--- src/logic/iofi_pkg.sv ---
package iofi_pkg;
   // Fault classes, value equals the short flash count
   typedef enum logic [2:0] {
      IOFI_CLS_NONE = 3'h0,
      IOFI_CLS_OVERCURRENT = 3'h1,
      IOFI_CLS_PULSE_READBACK = 3'h2,
      IOFI_CLS_DIG_MISMATCH = 3'h3,
      IOFI_CLS_ANA_OVERCURRENT = 3'h4,
      IOFI_CLS_ANA_MISMATCH = 3'h5
   } iofi_class_t;

   typedef enum logic [2:0] {
      IOFI_ST_IDLE = 3'h0,
      IOFI_ST_SHORT_ON = 3'h1,
      IOFI_ST_SHORT_OFF = 3'h2,
      IOFI_ST_PAUSE = 3'h3,
      IOFI_ST_LONG_ON = 3'h4,
      IOFI_ST_LONG_OFF = 3'h5,
      IOFI_ST_GAP = 3'h6
   } iofi_state_t;

   localparam int IOFI_CLK_HZ = 20000000;
   // Durations in milliseconds
   localparam int IOFI_SHORT_MS = 200;
   localparam int IOFI_LONG_MS = 800;
   localparam int IOFI_PAUSE_MS = 1000;
   localparam int IOFI_LATCH_MS = 1000;
   localparam int IOFI_SHORT_CYC = IOFI_CLK_HZ / 1000 * IOFI_SHORT_MS;
   localparam int IOFI_LONG_CYC = IOFI_CLK_HZ / 1000 * IOFI_LONG_MS;
   localparam int IOFI_PAUSE_CYC = IOFI_CLK_HZ / 1000 * IOFI_PAUSE_MS;
   localparam int IOFI_LATCH_CYC = IOFI_CLK_HZ / 1000 * IOFI_LATCH_MS;
   localparam int IOFI_USER_PERIOD_CYC = IOFI_CLK_HZ / 2;
   localparam int IOFI_CNT_W = 32;
   localparam int IOFI_CH_W = 4;
endpackage

--- src/logic/iofi_latch.sv ---
`timescale 1ns/100ps
// Holds one fault class and channel until its own timer expires
module iofi_latch
   import iofi_pkg::*;
#(
   parameter int LATCH_CYC = IOFI_LATCH_CYC
) (
   // Clock and reset
   input wire logic clk,
   input wire logic nrst,
   // New fault
   input wire logic set,
   input wire iofi_class_t set_class,
   input wire logic [IOFI_CH_W-1:0] set_chan,
   // Latched fault
   output logic active_q,
   output iofi_class_t class_q,
   output logic [IOFI_CH_W-1:0] chan_q
);
   logic [IOFI_CNT_W-1:0] timer_q;

   always_ff @(posedge clk) begin
      if (!nrst) begin
         active_q <= 1'b0;
         class_q <= IOFI_CLS_NONE;
         chan_q <= '0;
         timer_q <= '0;
      end else if (set) begin
         active_q <= 1'b1;
         class_q <= set_class;
         chan_q <= set_chan;
         timer_q <= IOFI_CNT_W'(LATCH_CYC - 1);
      end else if (active_q) begin
         if (timer_q == '0) begin
            active_q <= 1'b0;
         end else begin
            timer_q <= timer_q - 1'b1;
         end
      end
   end
endmodule

--- src/logic/iofi_top.sv ---
`timescale 1ns/100ps
module iofi_top
   import iofi_pkg::*;
#(
   parameter int SHORT_CYC = IOFI_SHORT_CYC,
   parameter int LONG_CYC = IOFI_LONG_CYC,
   parameter int PAUSE_CYC = IOFI_PAUSE_CYC,
   parameter int LATCH_CYC = IOFI_LATCH_CYC
) (
   // Clock and reset
   input wire logic clk,
   input wire logic nrst,
   // Digital fault report
   input wire logic dig_fault,
   input wire iofi_class_t dig_class,
   input wire logic [IOFI_CH_W-1:0] dig_chan,
   // Analog fault report
   input wire logic ana_fault,
   input wire iofi_class_t ana_class,
   input wire logic [IOFI_CH_W-1:0] ana_chan,
   // User indicator configuration and value
   input wire logic user_enable,
   input wire logic [IOFI_CNT_W-1:0] user_period,
   input wire logic user_value,
   // Lamps
   output logic fault_lamp_q,
   output logic user_indicator_q
);
   logic dig_act, ana_act;
   iofi_class_t dig_cls, ana_cls;
   logic [IOFI_CH_W-1:0] dig_ch, ana_ch;
   iofi_state_t state_q;
   logic [IOFI_CNT_W-1:0] tmr_q;
   logic [2:0] shorts_q;
   logic [IOFI_CH_W:0] longs_q;
   iofi_class_t cur_cls_q;
   logic [IOFI_CH_W-1:0] cur_ch_q;
   logic show_ana_q;
   logic tmr_done;
   logic pick_dig;
   logic [IOFI_CNT_W-1:0] user_cnt_q;
   logic user_phase_q;

   // Unknown class codes and none are ignored and never set a latch
   function automatic logic valid_class(input iofi_class_t c);
      return (c >= IOFI_CLS_OVERCURRENT) && (c <= IOFI_CLS_ANA_MISMATCH);
   endfunction

   iofi_latch #(.LATCH_CYC(LATCH_CYC)) u_dig (
      .clk(clk),
      .nrst(nrst),
      .set(dig_fault && valid_class(dig_class)),
      .set_class(dig_class),
      .set_chan(dig_chan),
      .active_q(dig_act),
      .class_q(dig_cls),
      .chan_q(dig_ch)
   );

   iofi_latch #(.LATCH_CYC(LATCH_CYC)) u_ana (
      .clk(clk),
      .nrst(nrst),
      .set(ana_fault && valid_class(ana_class)),
      .set_class(ana_class),
      .set_chan(ana_chan),
      .active_q(ana_act),
      .class_q(ana_cls),
      .chan_q(ana_ch)
   );

   assign tmr_done = (tmr_q == '0);

   // Digital code next unless analog is due
   assign pick_dig = dig_act && (!ana_act || show_ana_q);

   always_ff @(posedge clk) begin
      if (!nrst) begin
         state_q <= IOFI_ST_IDLE;
         tmr_q <= '0;
         shorts_q <= '0;
         longs_q <= '0;
         cur_cls_q <= IOFI_CLS_NONE;
         cur_ch_q <= '0;
         show_ana_q <= 1'b0;
      end else if (!dig_act && !ana_act) begin
         state_q <= IOFI_ST_IDLE;
         tmr_q <= '0;
      end else begin
         case (state_q)
            IOFI_ST_IDLE, IOFI_ST_GAP: begin
               if (state_q == IOFI_ST_IDLE || tmr_done) begin
                  // Restart; alternate when both kinds latched
                  if (pick_dig) begin
                     cur_cls_q <= dig_cls;
                     cur_ch_q <= dig_ch;
                     show_ana_q <= 1'b0;
                  end else begin
                     cur_cls_q <= ana_cls;
                     cur_ch_q <= ana_ch;
                     show_ana_q <= 1'b1;
                  end
                  shorts_q <= pick_dig ? dig_cls : ana_cls;
                  longs_q <= pick_dig
                     ? {1'b0, dig_ch} + 1'b1 : {1'b0, ana_ch} + 1'b1;
                  tmr_q <= IOFI_CNT_W'(SHORT_CYC - 1);
                  state_q <= IOFI_ST_SHORT_ON;
               end else begin
                  tmr_q <= tmr_q - 1'b1;
               end
            end
            IOFI_ST_SHORT_ON: begin
               if (tmr_done) begin
                  shorts_q <= shorts_q - 1'b1;
                  if (shorts_q == 3'h1) begin
                     tmr_q <= IOFI_CNT_W'(PAUSE_CYC - 1);
                     state_q <= IOFI_ST_PAUSE;
                  end else begin
                     tmr_q <= IOFI_CNT_W'(SHORT_CYC - 1);
                     state_q <= IOFI_ST_SHORT_OFF;
                  end
               end else begin
                  tmr_q <= tmr_q - 1'b1;
               end
            end
            IOFI_ST_SHORT_OFF: begin
               if (tmr_done) begin
                  tmr_q <= IOFI_CNT_W'(SHORT_CYC - 1);
                  state_q <= IOFI_ST_SHORT_ON;
               end else begin
                  tmr_q <= tmr_q - 1'b1;
               end
            end
            IOFI_ST_PAUSE: begin
               if (tmr_done) begin
                  tmr_q <= IOFI_CNT_W'(LONG_CYC - 1);
                  state_q <= IOFI_ST_LONG_ON;
               end else begin
                  tmr_q <= tmr_q - 1'b1;
               end
            end
            IOFI_ST_LONG_ON: begin
               if (tmr_done) begin
                  longs_q <= longs_q - 1'b1;
                  if (longs_q == (IOFI_CH_W+1)'(1)) begin
                     tmr_q <= IOFI_CNT_W'(PAUSE_CYC - 1);
                     state_q <= IOFI_ST_GAP;
                  end else begin
                     tmr_q <= IOFI_CNT_W'(LONG_CYC - 1);
                     state_q <= IOFI_ST_LONG_OFF;
                  end
               end else begin
                  tmr_q <= tmr_q - 1'b1;
               end
            end
            IOFI_ST_LONG_OFF: begin
               if (tmr_done) begin
                  tmr_q <= IOFI_CNT_W'(LONG_CYC - 1);
                  state_q <= IOFI_ST_LONG_ON;
               end else begin
                  tmr_q <= tmr_q - 1'b1;
               end
            end
            default: begin
               state_q <= IOFI_ST_IDLE;
               tmr_q <= '0;
            end
         endcase
      end
   end

   always_ff @(posedge clk) begin
      if (!nrst) begin
         fault_lamp_q <= 1'b0;
      end else begin
         fault_lamp_q <= (dig_act || ana_act)
            && (state_q == IOFI_ST_SHORT_ON || state_q == IOFI_ST_LONG_ON);
      end
   end

   always_ff @(posedge clk) begin
      if (!nrst || !user_enable) begin
         user_cnt_q <= '0;
         user_phase_q <= 1'b1;
      end else if (user_period == '0) begin
         user_phase_q <= 1'b1;
      end else if (user_cnt_q + 1'b1 >= (user_period >> 1)) begin
         user_cnt_q <= '0;
         user_phase_q <= ~user_phase_q;
      end else begin
         user_cnt_q <= user_cnt_q + 1'b1;
      end
   end

   always_ff @(posedge clk) begin
      if (!nrst) begin
         user_indicator_q <= 1'b0;
      end else begin
         user_indicator_q <= user_enable && user_value && user_phase_q;
      end
   end
endmodule

--- config.mk ---
export PLATFORM = sky130hd
export DESIGN_NAME = iofi_top
export DESIGN_NICKNAME = d
export VERILOG_FILES = /design/src/logic/iofi_pkg.sv /design/src/logic/iofi_latch.sv /design/src/logic/iofi_top.sv
export SDC_FILE = /design/constraint.sdc
export NUM_CORES = 1
export LEC_CHECK = 0
export ABC_CLOCK_PERIOD_IN_PS = 3800
export BUFFER_PORTS_ARGS = -buffer_cell sky130_fd_sc_hd__buf_2
export CORE_UTILIZATION = 57
export CTS_BUF_LIST = sky130_fd_sc_hd__clkbuf_8
export CTS_CLUSTER_SIZE = 20
export DETAILED_ROUTE_END_ITERATION = 8
export PLACE_DENSITY = 0.78
export SYNTH_ARGS = -nofsm -noshare
export SYNTH_HDL_FRONTEND = slang
export SYNTH_SLANG_ARGS = --single-unit
--- constraint.sdc ---
create_clock -name clk -period 3.8 [get_ports clk]
set_input_delay 1.14 -clock clk [delete_from_list [all_inputs] [get_ports clk]]
set_output_delay 1.14 -clock clk [all_outputs]
set_load 0.05 [all_outputs]
* Word level (Yosys, flattened, before mapping) *
Cells that the tools add are included.

word-level totals
  register bits = 159
  input bits = 52
  output and inout bits = 2
  word-level logic and storage cells = 131

cells by class
  add/sub/neg operators = 8
  order comparisons = 5
  eq/ne operators = 15
  mux-type cells = 38
  bitwise logic cells = 5
  reduce and logical (&&, ||, !) cells = 41

operators by type and width
  operator                                                               count
  25-bit two-way mux                                                     8
  32-bit two-way mux                                                     6
  32-bit one-hot mux with 5 select lines                                 1
  32-bit logical NOT                                                     4
  32-bit by 1-bit subtractor with 32-bit output, second input constant   3
  32-bit by 1-bit adder with 32-bit output, second input constant        1
  32-bit by 31-bit >= comparator with 1-bit output                       1
  3-bit two-way mux                                                      8
  5-bit two-way mux                                                      3
  3-bit one-hot mux with 5 select lines                                  1
  2-bit OR reduction                                                     6
  4-bit by 1-bit adder with 5-bit output, second input constant          2
  5-bit one-hot mux with 2 select lines                                  1
  3-bit == test, second input constant                                   3
  1-bit logical AND                                                      9
  1-bit two-way mux                                                      8
  2-bit inequality test, second input constant                           4
  2-bit AND reduction                                                    4
  4-bit AND reduction                                                    2
  2-bit nonzero test                                                     4
  3-bit by 1-bit == test with 1-bit output, second input constant        2
  3-bit by 2-bit == test with 1-bit output, second input constant        2
  3-bit by 1-bit >= comparator with 1-bit output, second input constant  2
  3-bit less-or-equal comparator, second input constant                  2
  12 further kinds                                                       25

* Depth between registers and ports, before layout *
  word-level depth = 6
  mapped depth = 16
  depth with buffers taken out = 13

* Modules after synthesis *
A second synthesis with hierarchy kept.

unflattened totals
  cells, all modules = 1159
  area, all modules = 9499.1 um^2

modules (own cells, without submodules)
  module              times used  cells an instance  area an instance (um^2)  seq. area each (um^2)
  iofi_top            1           694                5345.1                   1581.5
  iofi_latch (u_ana)  1           233                2114.5                   800.8
  iofi_latch (u_dig)  1           232                2039.5                   800.8

* Worst setup path before layout *
Ideal clock, no wire load.

  path type = register to register
  start = register user_cnt_q[0]
  end = register user_cnt_q[11]
  setup time = 0.083 ns
  data arrival time = 3.722 ns
  data required time = 3.717 ns
  slack = -0.004 ns
  stages on the path, launching flop included = 16
  buffers on the path = 2
  clock period less this slack = 3.804 ns
  path through = dfxtp_1 > ha_1 > nand4_1 > nor4_1 > and2_1 > nand4_1 > xnor2_1 > ha_1 > a21oi_1 > o21ai_0 > a211o_1 > nor4_1 > clkbuf_1 > nand3_1 > clkbuf_1 > o221ai_1

between the ends
  longest elaborated chain between the ends = 3

RTL lines
  what                                              line                              text
  from (decl)                                       iofi_top.sv:41                    logic [IOFI_CNT_W-1:0] user_cnt_q;
  from (signal assigned)                            iofi_top.sv:190                   user_cnt_q <= user_cnt_q + 1'b1;
  32-bit by 1-bit adder with 32-bit output *        iofi_top.sv:186, iofi_top.sv:190
  32-bit by 31-bit >= comparator with 1-bit output  iofi_top.sv:186                   end else if (user_cnt_q + 1'b1 >= (user_period >> 1)) begin
  32-bit two-way mux *                              iofi_top.sv:186

Mark *: on every way between the ends. The rest lies on a longest branch, timed or not.
A chain may end at the register's enable or synchronous reset.

* Worst setup path after layout *
  start = register user_cnt_q[6]
  end = register user_cnt_q[27]

Same word-level chain as after synthesis.

==> summary.md <==
| Metric | Value |
|---|---|
| Crit path max fanout | `15` |
| CTS buffer count | `17` |
| CP endpoint kind | `flip-flop` |
| Critical Path AT | `3.94 ns` |
| Via count | `roughly 8.2k` |
| Switch Pwr | `between 1000 and 1500 uW` |
| Worst Hold Path EP | `u_ana.chan_q[0]` |
| Seq/Total Area, Yosys | `0.352` |
| CTS tree | `built` |
| Antenna violations before repair | `0` |
| Clock skew | `approximately 0.012 ns` |
| Crit. Startpoint | `user_cnt_q[6]` |
| WL/cell | `between 10 and 15 um` |
| Placer Congestion | `approximately 0.90` |
| Avg Cell Area, Syn | `8.08 um2` |
| P_int | `roughly 2500 uW` |
| Hold Fails Final Rpt | `0` |
| Clock share of power | `0.321` |
| Remaining Overflow, GRT | `0` |
| Largest net degree at the start of global routing | `32` |
| WL met1 | `between 9000 and 10000 um` |
| Hold Path Class | `flip-flop to flip-flop` |
| Initial core utilization | `0.590` |
| Post-Syn Nets | `roughly 1.2k` |
| CTS H-tree lvls | `4` |
| DRT Pass-1 Iters | `5` |
| Layout Nets | `1258` |
| Switching share of total power | `0.299` |
| Vias/cell | `5.92` |
| Static leakage | `roughly 0.0040 uW` |
| Reg2reg end | `user_cnt_q[27]` |
| P&R area growth vs syn | `10.5%` |
| Status | `complete, no violations` |
| Rel. slew slack | `0.424` |
| Root Driver | `clkbuf_8` |
| Routed WL | `20300 um` |
| Critical path type | `flip-flop to flip-flop` |
| Worst flop-to-flop path startpoint | `user_cnt_q[6]` |
| DIE AREA | `16400 um2` |
| Synth Instances | `between 1k and 1.5k` |
| Final instance area | `9980 um2` |
| Tmin final | `3.55 ns` |
| Hold_sp | `u_ana.chan_q[0]` |
| Vias in the first global route | `roughly 7.5k` |
| Clock transition at path regs | `roughly 0.08 ns` |
| Placed cell area | `9570 um2` |
| Clock Latency Late Sink | `0.46 ns` |
| Total Routing Usage GR | `0.258` |
| Synth warn | `0` |
| Slew @ Worst Pin | `roughly 0.86 ns` |
| Mapped Area | `roughly 9000 um2` |
| Die Wd | `about 130 um` |
| Power per cell area | `363 nW/um2` |
| R2R setup slack | `about 0.25 ns` |
| Slew Limit Fails | `0` |
| First-pass GRT wire length | `approximately 34000 um` |
| I/O pins | `54` |
| Postcts setup bufs | `0` |
| Met3 wire len | `about 1100 um` |
| Flops & latches, synth | `between 150 and 200` |
| RSZ-0062 raised after global routing | `false` |
| Vert. Die Dim | `approximately 130 um` |
| DR iter-0 viols | `~560` |
| R2R depth | `14` |
| CTS max path bufs | `2` |
| Final setup fails | `0` |
| Clock Sinks | `159` |
| Dominant synthesized flop cell | `dfxtp_1` |
| IO buf count | `53` |
| Gate power share | `0.179` |
| Share of post-route cells with drive strength above 1 | `0.124` |
| Fin crit share | `0.933` |
| Yosys cell types | `70` |
| Worst VDD drop | `approximately 0.00044 V` |
| Fraction of registers with async set/reset | `0` |
| Type of origin of the critical path | `flip-flop` |
| Max-capacitance violation count | `0` |
| Hold Crit Depth | `2` |
| Register share of total power | `0.500` |
| Required @ worst endpoint | `around 4.2 ns` |
| Filler Cells Inserted | `1320` |
| Hold WS | `between 0.4 and 0.5 ns` |
| DRC violations left | `0` |
| # rows | `45` |
| Inserted Diodes | `0` |
| Detailed placer's ending HPWL | `14400 um` |
| EDFF count, synth | `0` |
| Max Fclk | `approximately 0.28 GHz` |
| Top Metal Used | `met4` |
| Core area | `between 15000 and 20000 um2` |
| Routed wl met2 | `9280 um` |
| DRT antenna net count | `0` |
| Post-CTS Hold Buffers | `0` |
worst max-delay path: stages, from the launching register on:
cell     delay (ns)
dfxtp_1        0.43
nand3_2        0.17
nor3_1         0.21
buf_4          0.17
and2_0         0.20
nand4_1        0.16
xnor2_2        0.26
ha_1           0.30
a21oi_1        0.15
o21ai_0        0.14
a211o_1        0.32
nor4_1         0.17
buf_4          0.22
and2_2         0.36
a32o_1         0.21
registers in the layout (all words and copies together) (netlist names), 3 cells and up:
register	count
tmr_q	32
u_ana.timer_q	32
u_dig.timer_q	32
user_cnt_q	32
longs_q	5
u_ana.chan_q	4
u_dig.chan_q	4
shorts_q	3
state_q	3
u_ana.class_q	3
u_dig.class_q	3
Yosys cell counts (all sizes together), types with 7 or more instances:
cell type	count	area [um2]
ha	41	513
dfxtp	159	3180
nor4	34	249
nand2	103	387
a211oi	7	52.6
nand4	32	200
mux2i	7	70.1
nand3	26	130
or2	13	81.3
or4	22	176
o31ai	9	67.6
xnor2	64	561
clkbuf	47	178
a31oi	10	62.6
and3	8	50.1
o21ai	43	215
nor3	44	220
inv	69	259
a21oi	94	474
or3	20	125
and2	7	43.8
xor2	35	307
a32o	15	150
nor2	92	345
nand2b	11	68.8
o211ai	14	110
how the worst max path moves through the flow:
stage / endpoint / slack [ns]
floorplan: user_cnt_q[11] / 0.15
global placement: user_cnt_q[21] / 0.04
detailed placement: user_cnt_q[27] / -0.001
CTS: user_cnt_q[2] / 0.06
global route: user_cnt_q[27] / 0.004
finish: user_cnt_q[27] / 0.25
area by class of cell:
class / count / area [um2] / share of cell area
Multi-Input combinational cell: 836 / 5440 / 0.545
Sequential cell: 159 / 3180 / 0.319
Timing Repair Buffer: 80 / 472 / 0.0472
Inverter: 71 / 267 / 0.0267
Tap cell: 211 / 264 / 0.0264
Clock buffer: 19 / 262 / 0.0262
Clock inverter: 12 / 96.3 / 0.00965
cell families (layout without fill, tap and decap cells):
| family | count (synthesis) | after routing | share of synthesized area |
|---|---|---|---|
| AO/OA/AOI/OAI | 254 | 254 | 0.183 |
| XOR/XNOR | 99 | 99 | 0.0959 |
| adder cells (fa/ha/maj) | 42 | 42 | 0.0579 |
| buffers and inverters | 124 | 182 | 0.0532 |
| flip-flops | 159 | 159 | 0.352 |
| multiplexers | 9 | 9 | 0.0102 |
| AND/OR/NAND/NOR | 432 | 432 | 0.247 |
stage by stage:
step / setup WS (ns) / utilization / instances / total power (uW) / TNS [ns]
final: 0.255 / 0.652 / 1388 / 3630 / 0
after global placement: 0.0441 / 0.625 / 1357 / 2480 / 0
after CTS: 0.0578 / 0.649 / 1388 / 3640 / 0
after floorplan: 0.153 / - / 1119 / 2330 / 0
after detailed placement: -0.00122 / 0.625 / 1357 / 2490 / -0.00122
after global routing: 0.00404 / 0.652 / 1388 / 3800 / 0
layout by cell type, fill, tap and decap left out, types with 24 or more instances in the layout:
| cell | Yosys | routed |
|---|---|---|
| dfxtp_1 | 159 | 159 |
| nand2_1 | 103 | 103 |
| a21oi_1 | 93 | 93 |
| nor2_1 | 92 | 91 |
| inv_1 | 69 | 71 |
| xnor2_1 | 64 | 63 |
| buf_2 | 2 | 53 |
| nor3_1 | 44 | 43 |
| ha_1 | 41 | 41 |
| o21ai_0 | 38 | 38 |
| xor2_1 | 35 | 35 |
| nand4_1 | 32 | 32 |
| nor4_1 | 31 | 30 |
| buf_4 | 1 | 26 |
| nand3_1 | 26 | 24 |
power groups by stage:
stage               combinational [uW]  sequential (uW)  clock (uW)
finish                             649             1810        1160
global route                       727             1820        1250
CTS                                645             1810        1180
detailed placement                 640             1850           0
global placement                   630             1850           0
floorplan                          495             1830           0
per-layer routing:
| layer | vias to the layer above | global-route usage |
|---|---|---|
| li1 | 4139 | - |
| met1 | 3816 | 0.342 |
| met2 | 241 | 0.423 |
| met3 | 23 | 0.0518 |
| met4 | 0 | 0.0761 |
| met5 | - | 0 |
what timing repair did:
item | 4_1_cts | 5_1_grt
endpoints found under the hold margin | 0 | 0
resized for setup | 1 | 9
endpoints found under the setup margin | 15 | 29
pin swaps | 0 | 1
Power figures use the tool's default switching activity.
